==> src/core/mst_pkg.sv <==
// Constants and types shared by the microstep translator and chopper
package mst_pkg;
   // Clock and timing
   localparam int CLK_NS      = 4;
   localparam int NS_PER_US   = 1000;
   localparam int CYC_PER_US  = NS_PER_US / CLK_NS;
   localparam int BLANK_NS    = 1000;
   localparam int BLANK_CYC   = (BLANK_NS + CLK_NS - 1) / CLK_NS;
   localparam int OFF_NS      = 30000;
   localparam int OFF_CYC_DEF = OFF_NS / CLK_NS;
   localparam logic [7:0] BLANK_INIT = 8'(BLANK_CYC - 1);
   // Fast share of a mixed off-time: 5/16 = 31.25 percent
   localparam int FAST_NUM   = 5;
   localparam int FAST_SHIFT = 4;

   // Translator position, sixteenth steps over one electrical cycle
   localparam logic [5:0] HOME_POS      = 6'h08;
   localparam logic [5:0] QUARTER_TURN  = 6'h10;
   localparam logic [5:0] INC_FULL      = 6'h10;
   localparam logic [5:0] INC_HALF      = 6'h08;
   localparam logic [5:0] INC_QUARTER   = 6'h04;
   localparam logic [5:0] INC_SIXTEENTH = 6'h01;
   localparam logic [4:0] QUAD_SPAN     = 5'h10;

   // Resolution code is {resolution_sel_hi, resolution_sel_lo}
   localparam logic [1:0] RES_FULL      = 2'h0;
   localparam logic [1:0] RES_HALF      = 2'h1;
   localparam logic [1:0] RES_QUARTER   = 2'h2;
   localparam logic [1:0] RES_SIXTEENTH = 2'h3;

   // Off-time configuration of the offtime_setting_pin
   localparam logic [1:0] OFFM_PIN_HIGH = 2'h0;
   localparam logic [1:0] OFFM_GROUND   = 2'h1;
   localparam logic [1:0] OFFM_RESISTOR = 2'h2;

   // APB register map and reset values
   localparam logic [7:0] ADDR_CTRL   = 8'h00;
   localparam logic [7:0] ADDR_OFFUS  = 8'h04;
   localparam logic [7:0] ADDR_STATUS = 8'h08;
   localparam logic [7:0] ADDR_LEVEL  = 8'h0c;
   localparam logic [1:0] CTRL_RST    = 2'h0;
   localparam logic [7:0] OFFUS_RST   = 8'h1e;

   // Bridge gate patterns
   localparam logic [1:0] GATE_NONE = 2'h0;
   localparam logic [1:0] GATE_BOTH = 2'h3;

   typedef enum logic [1:0] {CH_OFF, CH_ON, CH_FAST, CH_SLOW} mst_chop_t;
endpackage

==> src/core/mst_wind_if.sv <==
// Link between the translator and one winding chopper
`timescale 1ns/10ps
interface mst_wind_if;
   logic        en;
   logic        mixed;
   logic        pol;
   logic        trip;
   logic [15:0] offCyc;
   logic [15:0] slowCyc;
   logic [1:0]  hs;
   logic [1:0]  ls;

   modport ctl  (output en, mixed, pol, trip, offCyc, slowCyc, input hs, ls);
   modport chop (input en, mixed, pol, trip, offCyc, slowCyc, output hs, ls);
endinterface

==> src/core/mst_chopper.sv <==
// Fixed off-time chopper with blanking for one full bridge
`timescale 1ns/10ps
module mst_chopper (
   input wire logic clk,
   input wire logic resetn,
   mst_wind_if.chop w
);
   mst_pkg::mst_chop_t st_reg;
   logic [15:0]        cnt_reg;
   logic [7:0]         blank_reg;
   logic [1:0]         hs_reg;
   logic [1:0]         ls_reg;
   logic [1:0]         driveHs;
   logic               tripSeen;

   // Diagonal pair follows the commanded polarity
   assign driveHs  = w.pol ? 2'h1 : 2'h2;
   // Comparator ignored while the blank counter runs
   assign tripSeen = w.trip && (blank_reg == 8'h00);
   assign w.hs     = hs_reg;
   assign w.ls     = ls_reg;

   // Chopper state, off-time counter, blank counter and gates
   always_ff @(posedge clk or negedge resetn) begin
      if (!resetn) begin
         st_reg    <= mst_pkg::CH_OFF;
         cnt_reg   <= 16'h0000;
         blank_reg <= 8'h00;
         hs_reg    <= mst_pkg::GATE_NONE;
         ls_reg    <= mst_pkg::GATE_NONE;
      end else if (!w.en) begin
         // Disabled bridge: every FET off
         st_reg <= mst_pkg::CH_OFF;
         hs_reg <= mst_pkg::GATE_NONE;
         ls_reg <= mst_pkg::GATE_NONE;
      end else begin
         if (blank_reg != 8'h00) begin
            blank_reg <= blank_reg - 8'h01;
         end
         case (st_reg)
            mst_pkg::CH_OFF: begin
               st_reg    <= mst_pkg::CH_ON;
               hs_reg    <= driveHs;
               ls_reg    <= ~driveHs;
               blank_reg <= mst_pkg::BLANK_INIT;
            end
            mst_pkg::CH_ON: begin
               hs_reg <= driveHs;
               ls_reg <= ~driveHs;
               if (tripSeen) begin
                  cnt_reg   <= w.offCyc - 16'h0001;
                  blank_reg <= mst_pkg::BLANK_INIT;
                  if (w.mixed) begin
                     // Reverse diagonal drives current down fast
                     st_reg <= mst_pkg::CH_FAST;
                     hs_reg <= ~driveHs;
                     ls_reg <= driveHs;
                  end else begin
                     // Source off, sinks recirculate
                     st_reg <= mst_pkg::CH_SLOW;
                     hs_reg <= mst_pkg::GATE_NONE;
                     ls_reg <= mst_pkg::GATE_BOTH;
                  end
               end
            end
            mst_pkg::CH_FAST: begin
               cnt_reg <= cnt_reg - 16'h0001;
               if (cnt_reg <= w.slowCyc) begin
                  st_reg    <= mst_pkg::CH_SLOW;
                  hs_reg    <= mst_pkg::GATE_NONE;
                  ls_reg    <= mst_pkg::GATE_BOTH;
                  blank_reg <= mst_pkg::BLANK_INIT;
               end
            end
            default: begin
               cnt_reg <= cnt_reg - 16'h0001;
               if (cnt_reg == 16'h0000) begin
                  st_reg    <= mst_pkg::CH_ON;
                  hs_reg    <= driveHs;
                  ls_reg    <= ~driveHs;
                  blank_reg <= mst_pkg::BLANK_INIT;
               end
            end
         endcase
      end
   end
endmodule

==> src/core/mst_translator.sv <==
// Microstep translator top with APB registers and two winding choppers
//
// What this block does
// - Step rising edge advances position, levels, polarity
// - Select pins give full, half, quarter, sixteenth
// - Resolution sampled only at step rising edge
// - Direction sampled only at step rising edge
// - Reset holds Home, bridges off, steps ignored
// - Reset loads Home levels and Mixed decay
// - Falling level picks Mixed, else Slow
// - Thermal or overcurrent returns position to Home
// - Drive diagonal, trip drops source or both
// - Pin high: 30 us, auto, full Slow
// - Ground: 30 us, always Mixed, full Slow
// - Resistor: off-time R/825 us, auto everywhere
// - Comparator blanked about 1 us after switching
// - Level code scales trip of full-scale threshold
// - Mixed decay: fast 31.25 percent, then slow
// - Enable high turns bridges off, translator runs
// - Undervoltage lockout disables bridges, resets to Home
`timescale 1ns/10ps
module mst_translator #(
   parameter int unsigned OFF_CYCLES = mst_pkg::OFF_CYC_DEF
) (
   input  wire logic        clk,
   input  wire logic        resetn,
   input  wire logic [7:0]  paddr,
   input  wire logic        psel,
   input  wire logic        penable,
   input  wire logic        pwrite,
   input  wire logic [31:0] pwdata,
   output logic [31:0]      prdata,
   output logic             pready,
   output logic             pslverr,
   input  wire logic        stepPin,
   input  wire logic        dirPin,
   input  wire logic        resolutionSelLo,
   input  wire logic        resolutionSelHi,
   input  wire logic        translatorResetN,
   input  wire logic        outputEnableN,
   input  wire logic        thermalShutdown,
   input  wire logic        overcurrent,
   input  wire logic        undervoltageLockout,
   input  wire logic        senseTripA,
   input  wire logic        senseTripB,
   output logic [1:0]       sourceGateA,
   output logic [1:0]       sinkGateA,
   output logic [1:0]       sourceGateB,
   output logic [1:0]       sinkGateB,
   output logic [7:0]       dacLevelA,
   output logic [7:0]       dacLevelB,
   output logic             polarityA,
   output logic             polarityB,
   output logic             mixedDecayA,
   output logic             mixedDecayB
);
   // Magnitude of sine over one quadrant, 255 is full trip current
   function automatic logic [7:0] sinMag(input logic [4:0] k);
      case (k)
         5'h00:   sinMag = 8'h00;
         5'h01:   sinMag = 8'h19;
         5'h02:   sinMag = 8'h32;
         5'h03:   sinMag = 8'h4a;
         5'h04:   sinMag = 8'h62;
         5'h05:   sinMag = 8'h78;
         5'h06:   sinMag = 8'h8e;
         5'h07:   sinMag = 8'ha2;
         5'h08:   sinMag = 8'hb4;
         5'h09:   sinMag = 8'hc5;
         5'h0a:   sinMag = 8'hd4;
         5'h0b:   sinMag = 8'he1;
         5'h0c:   sinMag = 8'hec;
         5'h0d:   sinMag = 8'hf4;
         5'h0e:   sinMag = 8'hfa;
         5'h0f:   sinMag = 8'hfe;
         default: sinMag = 8'hff;
      endcase
   endfunction

   // Polarity and level of one winding at a position
   function automatic logic [8:0] windLvl(input logic [5:0] p);
      logic [4:0] idx;
      idx = {1'b0, p[3:0]};
      if (p[4]) begin
         idx = mst_pkg::QUAD_SPAN - idx;
      end
      windLvl = {~p[5], sinMag(idx)};
   endfunction

   // Decay choice for one winding at a step
   function automatic logic pickMixed(input logic [7:0] newLvl,
                                      input logic [7:0] oldLvl,
                                      input logic [1:0] mode,
                                      input logic [1:0] res);
      if (res == mst_pkg::RES_FULL && mode != mst_pkg::OFFM_RESISTOR) begin
         pickMixed = 1'b0;
      end else if (mode == mst_pkg::OFFM_GROUND) begin
         pickMixed = 1'b1;
      end else begin
         pickMixed = newLvl < oldLvl;
      end
   endfunction

   localparam int NSYNC = 11;

   logic [NSYNC-1:0] sync1_reg;
   logic [NSYNC-1:0] sync2_reg;
   logic             stepPrev_reg;
   logic [5:0]       pos_reg;
   logic [1:0]       resApplied_reg;
   logic [7:0]       lvlA_reg;
   logic [7:0]       lvlB_reg;
   logic             polA_reg;
   logic             polB_reg;
   logic             mixedA_reg;
   logic             mixedB_reg;
   logic [1:0]       offMode_reg;
   logic [7:0]       offUs_reg;
   logic [31:0]      prdata_reg;
   logic             stepS;
   logic             dirS;
   logic             resetNS;
   logic             enableNS;
   logic             tsdS;
   logic             ocS;
   logic             uvloS;
   logic             tripAS;
   logic             tripBS;
   logic [1:0]       resNow;
   logic             stepRise;
   logic             holdHome;
   logic             bridgeEn;
   logic [5:0]       incNow;
   logic [5:0]       newPos;
   logic [8:0]       newA;
   logic [8:0]       newB;
   logic [15:0]      offCyc;
   logic [15:0]      fastCyc;
   logic [31:0]      rdData;
   logic             addrHit;

   // Two-stage synchroniser for every pin; only stage two is read
   always_ff @(posedge clk or negedge resetn) begin
      if (!resetn) begin
         sync1_reg <= '0;
         sync2_reg <= '0;
      end else begin
         sync1_reg <= {stepPin, dirPin, resolutionSelHi, resolutionSelLo,
                       translatorResetN, outputEnableN, thermalShutdown,
                       overcurrent, undervoltageLockout, senseTripA, senseTripB};
         sync2_reg <= sync1_reg;
      end
   end

   assign {stepS, dirS, resNow, resetNS, enableNS, tsdS, ocS, uvloS,
           tripAS, tripBS} = sync2_reg;

   // Step edge detector on the synchronised pin
   always_ff @(posedge clk or negedge resetn) begin
      if (!resetn) begin
         stepPrev_reg <= 1'b0;
      end else begin
         stepPrev_reg <= stepS;
      end
   end

   assign stepRise = stepS && !stepPrev_reg;
   // Pin reset, faults and lockout all pin the translator at Home
   assign holdHome = !resetNS || tsdS || ocS || uvloS;
   assign bridgeEn = !holdHome && !enableNS;

   // Increment chosen from resolution sampled at this edge
   always_comb begin
      case (resNow)
         mst_pkg::RES_FULL:    incNow = mst_pkg::INC_FULL;
         mst_pkg::RES_HALF:    incNow = mst_pkg::INC_HALF;
         mst_pkg::RES_QUARTER: incNow = mst_pkg::INC_QUARTER;
         default:              incNow = mst_pkg::INC_SIXTEENTH;
      endcase
   end

   // Position wraps naturally in six bits
   assign newPos = dirS ? pos_reg + incNow : pos_reg - incNow;
   assign newA   = windLvl(newPos);
   // Second winding leads by a quarter cycle
   assign newB   = windLvl(newPos + mst_pkg::QUARTER_TURN);

   // Translator position, levels, polarities and decay
   always_ff @(posedge clk or negedge resetn) begin
      if (!resetn) begin
         pos_reg        <= mst_pkg::HOME_POS;
         resApplied_reg <= mst_pkg::RES_FULL;
         lvlA_reg       <= 8'hb4;
         lvlB_reg       <= 8'hb4;
         polA_reg       <= 1'b1;
         polB_reg       <= 1'b1;
         mixedA_reg     <= 1'b1;
         mixedB_reg     <= 1'b1;
      end else if (holdHome) begin
         // Steps ignored while held; Home loads Mixed decay
         pos_reg    <= mst_pkg::HOME_POS;
         {polA_reg, lvlA_reg} <= windLvl(mst_pkg::HOME_POS);
         {polB_reg, lvlB_reg} <= windLvl(mst_pkg::HOME_POS + mst_pkg::QUARTER_TURN);
         mixedA_reg <= 1'b1;
         mixedB_reg <= 1'b1;
      end else if (stepRise) begin
         // Direction and resolution are only looked at here
         pos_reg        <= newPos;
         resApplied_reg <= resNow;
         {polA_reg, lvlA_reg} <= newA;
         {polB_reg, lvlB_reg} <= newB;
         mixedA_reg <= pickMixed(newA[7:0], lvlA_reg, offMode_reg, resNow);
         mixedB_reg <= pickMixed(newB[7:0], lvlB_reg, offMode_reg, resNow);
      end
   end

   // Off-time: fixed internal value, or resistor setting in microseconds
   always_comb begin
      if (offMode_reg == mst_pkg::OFFM_RESISTOR) begin
         offCyc = 16'(offUs_reg * mst_pkg::CYC_PER_US);
      end else begin
         offCyc = 16'(OFF_CYCLES);
      end
   end

   // Fast share truncates; slow decay takes the remainder
   assign fastCyc = 16'((32'(offCyc) * mst_pkg::FAST_NUM) >> mst_pkg::FAST_SHIFT);

   mst_wind_if windA ();
   mst_wind_if windB ();

   // Steering of both choppers
   assign windA.en      = bridgeEn;
   assign windA.mixed   = mixedA_reg;
   assign windA.pol     = polA_reg;
   assign windA.trip    = tripAS;
   assign windA.offCyc  = offCyc;
   assign windA.slowCyc = offCyc - fastCyc;
   assign windB.en      = bridgeEn;
   assign windB.mixed   = mixedB_reg;
   assign windB.pol     = polB_reg;
   assign windB.trip    = tripBS;
   assign windB.offCyc  = offCyc;
   assign windB.slowCyc = offCyc - fastCyc;

   mst_chopper chopA (
      .clk    (clk),
      .resetn (resetn),
      .w      (windA)
   );

   mst_chopper chopB (
      .clk    (clk),
      .resetn (resetn),
      .w      (windB)
   );

   // Pin outputs; comparator threshold is level code of full scale
   assign sourceGateA = windA.hs;
   assign sinkGateA   = windA.ls;
   assign sourceGateB = windB.hs;
   assign sinkGateB   = windB.ls;
   assign dacLevelA   = lvlA_reg;
   assign dacLevelB   = lvlB_reg;
   assign polarityA   = polA_reg;
   assign polarityB   = polB_reg;
   assign mixedDecayA = mixedA_reg;
   assign mixedDecayB = mixedB_reg;

   // Register read decode; unmapped addresses flag an error
   always_comb begin
      rdData  = 32'h0000_0000;
      addrHit = 1'b1;
      if (paddr == mst_pkg::ADDR_CTRL) begin
         rdData = {30'h0, offMode_reg};
      end else if (paddr == mst_pkg::ADDR_OFFUS) begin
         rdData = {24'h0, offUs_reg};
      end else if (paddr == mst_pkg::ADDR_STATUS) begin
         rdData = {20'h0, resApplied_reg, !bridgeEn, holdHome, mixedB_reg,
                   mixedA_reg, pos_reg};
      end else if (paddr == mst_pkg::ADDR_LEVEL) begin
         rdData = {14'h0, polB_reg, polA_reg, lvlB_reg, lvlA_reg};
      end else begin
         addrHit = 1'b0;
      end
   end

   // Read data captured in the setup cycle, ready in the access cycle
   always_ff @(posedge clk or negedge resetn) begin
      if (!resetn) begin
         prdata_reg <= 32'h0000_0000;
      end else if (psel && !penable) begin
         prdata_reg <= rdData;
      end
   end

   // Software configuration; write takes effect on the access edge
   always_ff @(posedge clk or negedge resetn) begin
      if (!resetn) begin
         offMode_reg <= mst_pkg::CTRL_RST;
         offUs_reg   <= mst_pkg::OFFUS_RST;
      end else if (psel && penable && pwrite) begin
         if (paddr == mst_pkg::ADDR_CTRL) begin
            offMode_reg <= pwdata[1:0];
         end else if (paddr == mst_pkg::ADDR_OFFUS) begin
            offUs_reg <= pwdata[7:0];
         end
      end
   end

   assign prdata  = prdata_reg;
   assign pready  = 1'b1;
   assign pslverr = psel && penable && !addrHit;
endmodule

==> config.mk <==
export PLATFORM = sky130hd
export DESIGN_NAME = mst_translator
export DESIGN_NICKNAME = d
export VERILOG_FILES = /design/src/core/mst_pkg.sv /design/src/core/mst_wind_if.sv /design/src/core/mst_chopper.sv /design/src/core/mst_translator.sv
export SDC_FILE = /design/constraint.sdc
export NUM_CORES = 1
export LEC_CHECK = 0
export ABC_AREA = 1
export BUFFER_PORTS_ARGS = -buffer_cell sky130_fd_sc_hd__clkbuf_2
export CORE_MARGIN = 2
export CORE_UTILIZATION = 55
export CTS_BUF_LIST = sky130_fd_sc_hd__clkbuf_4 sky130_fd_sc_hd__clkbuf_8
export DETAILED_ROUTE_END_ITERATION = 16
export PLACE_DENSITY = 0.86
export SYNTH_ARGS = -nofsm -noshare
export SYNTH_HDL_FRONTEND = slang
export SYNTH_HIERARCHICAL = 1
export SYNTH_SLANG_ARGS = --single-unit
export TNS_END_PERCENT = 50
==> constraint.sdc <==
create_clock -name clk -period 12.3 [get_ports clk]
set_input_delay 0.615 -clock clk [delete_from_list [all_inputs] [get_ports clk]]
set_output_delay 0.615 -clock clk [all_outputs]
set_load 0.05 [all_outputs]
==> results of run 1 <==
stage by stage:
stage                     hold WS, ns  worst slack (ns)
after floorplan                 0.319              4.22
after global placement          0.333              3.14
after detailed placement        0.335              2.95
after CTS                       0.212              2.85
after global routing            0.214              1.97
final                           0.173              2.75
where the power goes:
part	switching, W	total, W	internal, W
combinational	0.000278	0.000428	0.000150
sequential	0.0000194	0.000498	0.000478
clock	0.000231	0.000386	0.000155
layout by cell type, fill, tap and decap left out, drive strengths merged:
cell and count:
o22ai 20, or2 8, dfrtp 122, nand3 96, xnor2 24, o311ai 2
a22oi 1, ha 154, a221oi 4, fa 24, o21ai 143, o31ai 9
o21bai 7, a21o 6, nor4 3, clkinvlp 1, o221ai 3, a21boi 2
a21oi 113, clkbuf 94, a31oi 4, conb 17, and3 2, nand2 429
xor2 34, inv 300, nor2 145, nand3b 4, nor3 16, dfstp 17
o22a 1, nand4 24, o211ai 2, clkinv 7, a211oi 3, buf 7
synth_stat cells (9+ instances only):
| cell type | count |
|---|---|
| nand2_2 | 13 |
| dfstp_2 | 17 |
| buf_4 | 17 |
| inv_2 | 9 |
| nand2_1 | 411 |
| nand3_1 | 89 |
| nor2_1 | 135 |
| inv_1 | 283 |
| nor3_1 | 11 |
| o21ai_1 | 40 |
| xor2_1 | 34 |
| nand4_1 | 22 |
| o22ai_1 | 20 |
| xnor2_1 | 24 |
| a21oi_1 | 108 |
| clkbuf_1 | 15 |
| o21ai_0 | 96 |
| ha_1 | 154 |
| fa_1 | 24 |
| dfrtp_1 | 122 |
| o31ai_1 | 9 |
critical path: cells and delay by family, from the launching register on:
| kind | cells | cell delay (ns) |
|---|---|---|
| AO/OA/AOI/OAI | 9 | 1.92 |
| XOR/XNOR | 3 | 0.65 |
| adder cells (fa/ha/maj) | 9 | 3.59 |
| buffers and inverters | 4 | 0.22 |
| flip-flops | 1 | 0.65 |
| AND/OR/NAND/NOR | 20 | 2.34 |
worst paths after layout:
path	from	end	slack, ns
worst max-delay path	offUs_reg[1]$_DFFE_PN1P_	chopB/w.ls[0]$_DFFE_PN0P_	2.75
min in group clk	senseTripA	sync1_reg[1]$_DFF_PN0_	0.23
worst max register to register	offUs_reg[1]$_DFFE_PN1P_	chopB/w.ls[0]$_DFFE_PN0P_	2.75
worst min register to register	sync1_reg[6]$_DFF_PN0_	sync2_reg[6]$_DFF_PN0_	0.36
max in group asynchronous	resetn	dacLevelB[0]$_DFFE_PN0P_	10.90
worst min-delay path	resetn	chopA/cnt_reg[14]$_DFFE_PN0P_	0.17
cell families after synthesis:
logic type               synth area share (%)
AO/OA/AOI/OAI                            14.2
XOR/XNOR                                 3.97
adder cells (fa/ha/maj)                  18.8
buffers and inverters                    10.8
flip-flops                               27.3
other                                  0.0586
AND/OR/NAND/NOR                          24.9
metal layers:
metal  part of all wire, %  global-route usage (%)  wire length [um]
met3                   5.8                    4.15              1860
met1                    42                    33.0             13400
met5                     0                       0                 0
met4                   3.0                    10.3               957
met2                    49                    46.3             15500
final cells by class:
cell class / count / area [um^2] / area share (%)
multi-input combinational: 1300 / 7990 / 57.8
sequential: 139 / 3500 / 25.3
inverter: 293 / 1100 / 7.95
timing repair buffer: 84 / 442 / 3.19
tap: 313 / 392 / 2.83
clock buffer: 17 / 234 / 1.69
clock inverter: 15 / 174 / 1.26
==> results.sh, run 1 <==
export IMPL_insertedDiodeCount=0
export IMPL_syn_cell_area_mm2=0.0128
export IMPL_gp_congestion=0.923
export IMPL_fp_dieH_um=157
export IMPL_drc=0
export IMPL_synthCells=1763
export IMPL_grtUsageTotal_pct=26.5
export IMPL_post_drt_wl_per_cell_um=14.7
export IMPL_cp_required_ns=12.67
export IMPL_yosysTopAreaCellShare_pct=23.8
export IMPL_final_area_mm2=0.0138
export IMPL_slew_headroom_pct=35.7
export IMPL_clock_sinks=139
export IMPL_drive_above_1_share_pct=11.1
export IMPL_ant_nets=0
export IMPL_fin_nets=2069
export IMPL_cts_hold_buf=0
export IMPL_yosys_warnings=6
export IMPL_slowest_delay_ns=0.71
export IMPL_place_hpwl_um=24400
export IMPL_fin_skew_ns=0.0206
export IMPL_drtIter0Drc=833
export IMPL_ctsHtreeMaxLevel=4
export IMPL_cp_max_fo=8
export IMPL_fin_crit_ns=9.55
export IMPL_area_growth_pct=7.96
export IMPL_antenna_found_initial=0
export IMPL_outcome="finished clean"
export IMPL_cts_resized_gates=0
export IMPL_num_vias=11768
export IMPL_routed_wl_um=31800
export IMPL_cts_path_max_buffers=2
export IMPL_post_route_util_pct=60.7
export IMPL_grt_pass1_wl_um=52700
export IMPL_arrival_ns=9.92
export IMPL_die_w_um=157
export IMPL_slew_viol_final=0
export IMPL_r2r_cells=45
export IMPL_irDropWorstVdd_mv=0.0642
export IMPL_grt_max_degree=83
export IMPL_tns_ns=0
export IMPL_hp_class="in2async"
export IMPL_cp_common_cell="nand2_1"
export IMPL_num_rows=55
export IMPL_pin_count=118
export IMPL_instances_no_fill=2161
export IMPL_synth_area_leader_cell="dfrtp_1"
export IMPL_gr_total_overflow=0
export IMPL_rsz0062_at_grt="false"
export IMPL_largest_reg_flops=18
export IMPL_synth_seq_area_share_pct=27.3
export IMPL_synth_seq_cells=139
export IMPL_endpoint_kind="flop"
export IMPL_finalCritPeriodShare_pct=77.7
export IMPL_cp_slowest_cell="a21oi_1"
export IMPL_cts_clk_slew_worst_paths_ns=0.10
export IMPL_power_w=0.00131
export IMPL_ys_async_sr_fraction_pct=100
export IMPL_num_fill_cells=1985
export IMPL_place_inst=2129
export IMPL_tritoncts="done"
export IMPL_critPathLaunchType="flop"
export IMPL_cts_buffers=17
export IMPL_worstSkewPairLatency_ns=0.48
export IMPL_place_area_mm2=0.0134
export IMPL_critPathKind="reg2reg"
export IMPL_p_leak_nw=7.20
export IMPL_synth_edff_count=0
export IMPL_vias_per_cell=5.45
export IMPL_grt_pass1_vias=11343
export IMPL_synth_area_top_cells="dfrtp_1 (24%), ha_1 (15%), nand2_1 (12%), inv_1 (8.3%), a21oi_1 (4.2%)"
export IMPL_pwr_density_cell_mw_per_mm2=94.8
export IMPL_portBuffers=78
export IMPL_finalSetupViolCount=0
export IMPL_clock_fmax_mhz=105
export IMPL_maxCapViolations=0
export IMPL_synth_cell_types=57
export IMPL_worst_slew_pin_slew_ns=0.962
export IMPL_cts_root_buffer_cell="clkbuf_8"
export IMPL_fp_coreArea_mm2=0.0228
export IMPL_synth_flop_cell="dfrtp_1"
export IMPL_firstDrtPassIters=6
export IMPL_dieArea_mm2=0.0245
export IMPL_syn_area_per_cell_um2=7.26
export IMPL_post_cts_buffers=0
export IMPL_final_hold_violation_count=0
export IMPL_start_util_pct=56.2
(Power assumes the default switching activity.)
==> run 2: changes to the inputs <==
Clock period 12.3 ns to 9.5 ns, I/O delays scaled along.
==> results.sh, run 2 (synthesis results as in run 1) <==
export IMPL_fp_dieH_um=157
export IMPL_routed_wl_um=32100
export IMPL_largest_reg_flops=18
export IMPL_dieArea_mm2=0.0245
export IMPL_finalSetupViolCount=0
export IMPL_cts_hold_buf=0
export IMPL_vias_per_cell=5.49
export IMPL_maxCapViolations=0
export IMPL_instances_no_fill=2167
export IMPL_die_w_um=157
export IMPL_fin_nets=2075
export IMPL_cp_max_fo=7
export IMPL_final_cell_mix="nand2_1 (408), inv_1 (283), ha_1 (154)"
export IMPL_slew_viol_final=0
export IMPL_ant_nets=0
export IMPL_gp_congestion=0.932
export IMPL_slew_headroom_pct=34.7
export IMPL_post_drt_wl_per_cell_um=14.8
export IMPL_grt_max_degree=84
export IMPL_grt_pass1_wl_um=53400
export IMPL_pin_count=118
export IMPL_cts_root_buffer_cell="clkbuf_8"
export IMPL_place_area_mm2=0.0134
export IMPL_critPathLaunchType="flop"
export IMPL_gr_total_overflow=0
export IMPL_tns_ns=0
export IMPL_fin_skew_ns=0.0243
export IMPL_arrival_ns=9.11
export IMPL_setup_slack_ns=0.765
export IMPL_drive_above_1_share_pct=11.8
export IMPL_insertedDiodeCount=0
export IMPL_critPathKind="reg2reg"
export IMPL_reg2reg_slack_ns=0.76
export IMPL_finalCritPeriodShare_pct=91.9
export IMPL_final_hold_violation_count=0
export IMPL_final_area_mm2=0.0139
export IMPL_r2r_end="chopB/w.ls[0]$_DFFE_PN0P_"
export IMPL_portBuffers=78
export IMPL_cts_clk_slew_worst_paths_ns=0.10
export IMPL_worstSkewPairLatency_ns=0.49
export IMPL_num_rows=55
export IMPL_grtUsageTotal_pct=26.9
export IMPL_cp_slowest_cell="dfstp_2"
export IMPL_fin_crit_ns=8.74
export IMPL_clock_fmax_mhz=114
export IMPL_crit_family="adder cells"
export IMPL_drtIter0Drc=804
export IMPL_ctsHtreeMaxLevel=4
export IMPL_clock_sinks=139
export IMPL_antenna_found_initial=0
export IMPL_grt_pass1_vias=11625
export IMPL_place_hpwl_um=24300
export IMPL_outcome="finished clean"
export IMPL_place_inst=2133
export IMPL_slowest_delay_ns=0.60
export IMPL_num_vias=11887
export IMPL_firstDrtPassIters=5
export IMPL_critPathBufInv=4
export IMPL_start_util_pct=56.2
export IMPL_final_common_cell="nand2_1"
export IMPL_r2r_cells=43
export IMPL_cp_required_ns=9.87
export IMPL_worst_slew_pin_slew_ns=0.976
export IMPL_drc=0
export IMPL_hp_class="in2async"
export IMPL_pwr_density_cell_mw_per_mm2=123
export IMPL_endpoint_kind="flop"
export IMPL_irDropWorstVdd_mv=0.0885
export IMPL_tritoncts="done"
export IMPL_cts_path_max_buffers=2
export IMPL_p_leak_nw=7.25
export IMPL_post_route_util_pct=61.1
export IMPL_cp_common_cell="nand2_1"
export IMPL_r2r_start="offUs_reg[1]$_DFFE_PN1P_"
export IMPL_fp_coreArea_mm2=0.0228
export IMPL_area_growth_pct=8.74
export IMPL_dp_slack_ns=0.557
export IMPL_num_fill_cells=1925
export IMPL_cts_buffers=17
==> run 2: cell type report <==
type | count | area (um^2) | share of cell area, %
clock inverter | 15 | 193 | 1.38
tap | 313 | 392 | 2.81
clock buffer | 17 | 234 | 1.68
sequential | 139 | 3500 | 25.1
multi-input combinational | 1300 | 8020 | 57.6
inverter | 293 | 1100 | 7.90
timing repair buffer | 90 | 487 | 3.49
==> run 2: report_power, final <==
part           total [W]  switching, W  internal (W)
Combinational   0.000555      0.000361      0.000194
Clock           0.000516      0.000311      0.000205
Sequential      0.000644     0.0000247      0.000619
Total            0.00171      0.000696       0.00102
==> run 2: routing by layer <==
layer	track usage, %	up-vias	part of all wire, %
li1	-	5837	-
met1	33.0	5521	41
met2	45.5	426	48
met3	4.54	103	6.4
met4	14.0	0	4.4
met5	0	-	0
==> run 2: repair_timing <==
action	CTS	global route
setup endpoints to repair	0	19
gates resized for setup	0	10
setup buffers	0	2
==> run 2: worst register-to-register path: cells and delay by family, from the launching register on <==
| family | cells | cell delay, ns |
|---|---|---|
| adders and majority gates | 9 | 3.30 |
| and+or+nand+nor | 16 | 2.16 |
| AOI/OAI and AO/OA | 11 | 1.48 |
| xor gates and xnor gates | 3 | 0.67 |
| DFF | 1 | 0.60 |
| buffers and inverters | 4 | 0.39 |
==> run 2: stage by stage <==
stage	total power [W]	hold slack, ns
floorplan	0.00107	0.179
detailed placement	0.00120	0.336
global route	0.00183	0.0595
finish	0.00171	0.0292
CTS	0.00171	0.0609
global placement	0.00117	0.333
==> run 2: worst max path at each step <==
stage	startpoint	endpoint	cells after the start
final	offUs_reg[1]$_DFFE_PN1P_	chopB/w.ls[0]$_DFFE_PN0P_	43
after global routing	offUs_reg[2]$_DFFE_PN1P_	chopB/w.ls[0]$_DFFE_PN0P_	47
after CTS	offUs_reg[1]$_DFFE_PN1P_	chopB/w.ls[0]$_DFFE_PN0P_	45
after detailed placement	offUs_reg[1]$_DFFE_PN1P_	chopB/w.hs[0]$_DFFE_PN0P_	45
after global placement	offUs_reg[1]$_DFFE_PN1P_	chopB/w.ls[1]$_DFFE_PN0P_	45
after floorplan	offUs_reg[1]$_DFFE_PN1P_	chopB/w.hs[0]$_DFFE_PN0P_	45
==> run 3: changes to the inputs <==
Settings changed: CTS_CLUSTER_SIZE set to 25, PLACE_DENSITY 0.86 to 0.89.
Clock period 9.5 ns to 7.05 ns, I/O delays scaled along.
==> results.sh, run 3 (synthesis results as in run 1) <==
export IMPL_outcome="finished with violations"
export IMPL_violations="negative setup slack"
export IMPL_cts_path_max_buffers=2
export IMPL_cp_max_fo=8
export IMPL_portBuffers=78
export IMPL_worstSkewPairLatency_ns=0.49
export IMPL_grt_pass1_vias=12814
export IMPL_drc=0
export IMPL_ctsHtreeMaxLevel=4
export IMPL_endpoint_kind="flop"
export IMPL_clock_fmax_mhz=125
export IMPL_largest_reg_flops=18
export IMPL_drive_above_1_share_pct=21.4
export IMPL_tritoncts="done"
export IMPL_pin_count=118
export IMPL_vias_per_cell=5.57
export IMPL_gp_congestion=0.937
export IMPL_final_common_cell="nand2_1"
export IMPL_fin_nets=2209
export IMPL_start_util_pct=56.2
export IMPL_fp_coreArea_mm2=0.0228
export IMPL_clock_sinks=139
export IMPL_finalSetupViolCount=28
export IMPL_num_rows=55
export IMPL_final_hold_violation_count=0
export IMPL_cts_root_buffer_cell="clkbuf_8"
export IMPL_fin_skew_ns=0.0208
export IMPL_pwr_density_cell_mw_per_mm2=163
export IMPL_irDropWorstVdd_mv=0.119
export IMPL_finalCritPeriodShare_pct=114
export IMPL_slew_viol_final=0
export IMPL_grtUsageTotal_pct=29.7
export IMPL_insertedDiodeCount=0
export IMPL_grt_pass1_wl_um=58700
export IMPL_place_area_mm2=0.0145
export IMPL_final_area_mm2=0.0155
export IMPL_gr_total_overflow=0
export IMPL_maxCapViolations=0
export IMPL_drtIter0Drc=972
export IMPL_post_route_util_pct=67.9
export IMPL_rsz0062_at_grt="true"
export IMPL_cts_clk_slew_worst_paths_ns=0.10
export IMPL_setup_slack_ns=-0.972
export IMPL_firstDrtPassIters=8
export IMPL_area_growth_pct=20.7
export IMPL_dieArea_mm2=0.0245
export IMPL_post_drt_wl_per_cell_um=15.7
export IMPL_cts_buffers=17
export IMPL_die_w_um=157
export IMPL_num_vias=12828
export IMPL_cp_common_cell="buf_4"
export IMPL_fp_dieH_um=157
export IMPL_place_hpwl_um=26300
export IMPL_antenna_found_initial=0
export IMPL_arrival_ns=8.39
export IMPL_critPathLaunchType="flop"
export IMPL_cp_required_ns=7.42
export IMPL_critPathKind="reg2reg"
export IMPL_slew_headroom_pct=35.1
export IMPL_fin_crit_ns=8.02
export IMPL_final_cell_mix="nand2_1 (393), inv_1 (277), ha_1 (139)"
export IMPL_routed_wl_um=36000
export IMPL_cp_slowest_cell="dfstp_2"
export IMPL_worst_slew_pin_slew_ns=0.970
export IMPL_p_leak_nw=8.00
export IMPL_grt_max_degree=88
export IMPL_slowest_delay_ns=0.60
export IMPL_hp_class="in2reg"
export IMPL_holdWs_ns=0.0822
export IMPL_ant_nets=0
==> run 3: cell count changes in the layout (fill, tap and decap cells not counted), sizes merged <==
cell and delta:
clkinvlp -1, buf +122, bufinv +2, clkinv -4, dlygate4sd3 +12, inv +3
==> run 3: per-stage QoR <==
step                cells  total power, W  setup WS [ns]  setup TNS (ns)
CTS                  2296         0.00245         -0.757          -18.60
finish               2301         0.00251         -0.972          -25.02
detailed placement   2241         0.00171         -0.899          -22.70
global placement     2241         0.00166         -0.581          -14.66
global route         2301         0.00266          -1.36          -36.35
floorplan            1778         0.00147         -0.381           -7.62
==> run 3: critical path: cells and delay by family, from the launching register on <==
kind	cells	cell delay, ns
AO/OA/AOI/OAI	9	1.20
adder cells (fa/ha/maj)	9	3.02
XOR/XNOR	3	0.67
flip-flops	1	0.60
buffers and inverters	11	1.14
AND/OR/NAND/NOR	12	1.25
==> run 3: power breakdown <==
part           switching, W  total (W)  internal (W)  leakage (nW)
logic              0.000570   0.000928      0.000359          6.15
registers         0.0000346   0.000869      0.000834          1.64
clock network      0.000382   0.000716      0.000334         0.218
total              0.000987    0.00251       0.00153          8.00
==> run 3: repair_timing <==
item,CTS,global route
endpoints found under the setup margin,28,28
setup buffers,11,5
gates resized for setup,30,47
pin swaps,36,37
endpoints found under the hold margin,62,0
hold buffers,12,0
==> run 3: worst paths after layout <==
path,start,end,slack [ns],cells after the start
worst min-delay path,pwdata[2],offUs_reg[2]$_DFFE_PN1P_,0.08,3
worst max-delay path,offUs_reg[2]$_DFFE_PN1P_,chopA/w.ls[1]$_DFFE_PN0P_,-0.97,44
worst min register to register,sync1_reg[8]$_DFF_PN0_,sync2_reg[8]$_DFF_PN0_,0.36,0
max in group asynchronous,resetn,prdata[5]$_DFFE_PN0P_,5.34,3
worst max register to register,offUs_reg[2]$_DFFE_PN1P_,chopA/w.ls[1]$_DFFE_PN0P_,-0.97,44
min in group asynchronous,resetn,chopA/cnt_reg[11]$_DFFE_PN0P_,0.51,2
==> run 3: area by class of cell <==
type	count	area, um^2
fillers	1716	7320
multi-input cells	1300	8510
clock inverters	15	190
repair buffers	224	1540
inverters	293	1100
well taps	313	392
clock buffers	17	234
flip-flops and latches	139	3500
==> run 3: routing by layer <==
metal  vias up  track usage (%)  wire length, um
met3       155             5.21             2410
met4         0             14.9             1820
met5         -                0                0
met1      6021             34.9            14000
met2       544             52.2            17700
li1       6108                -                -
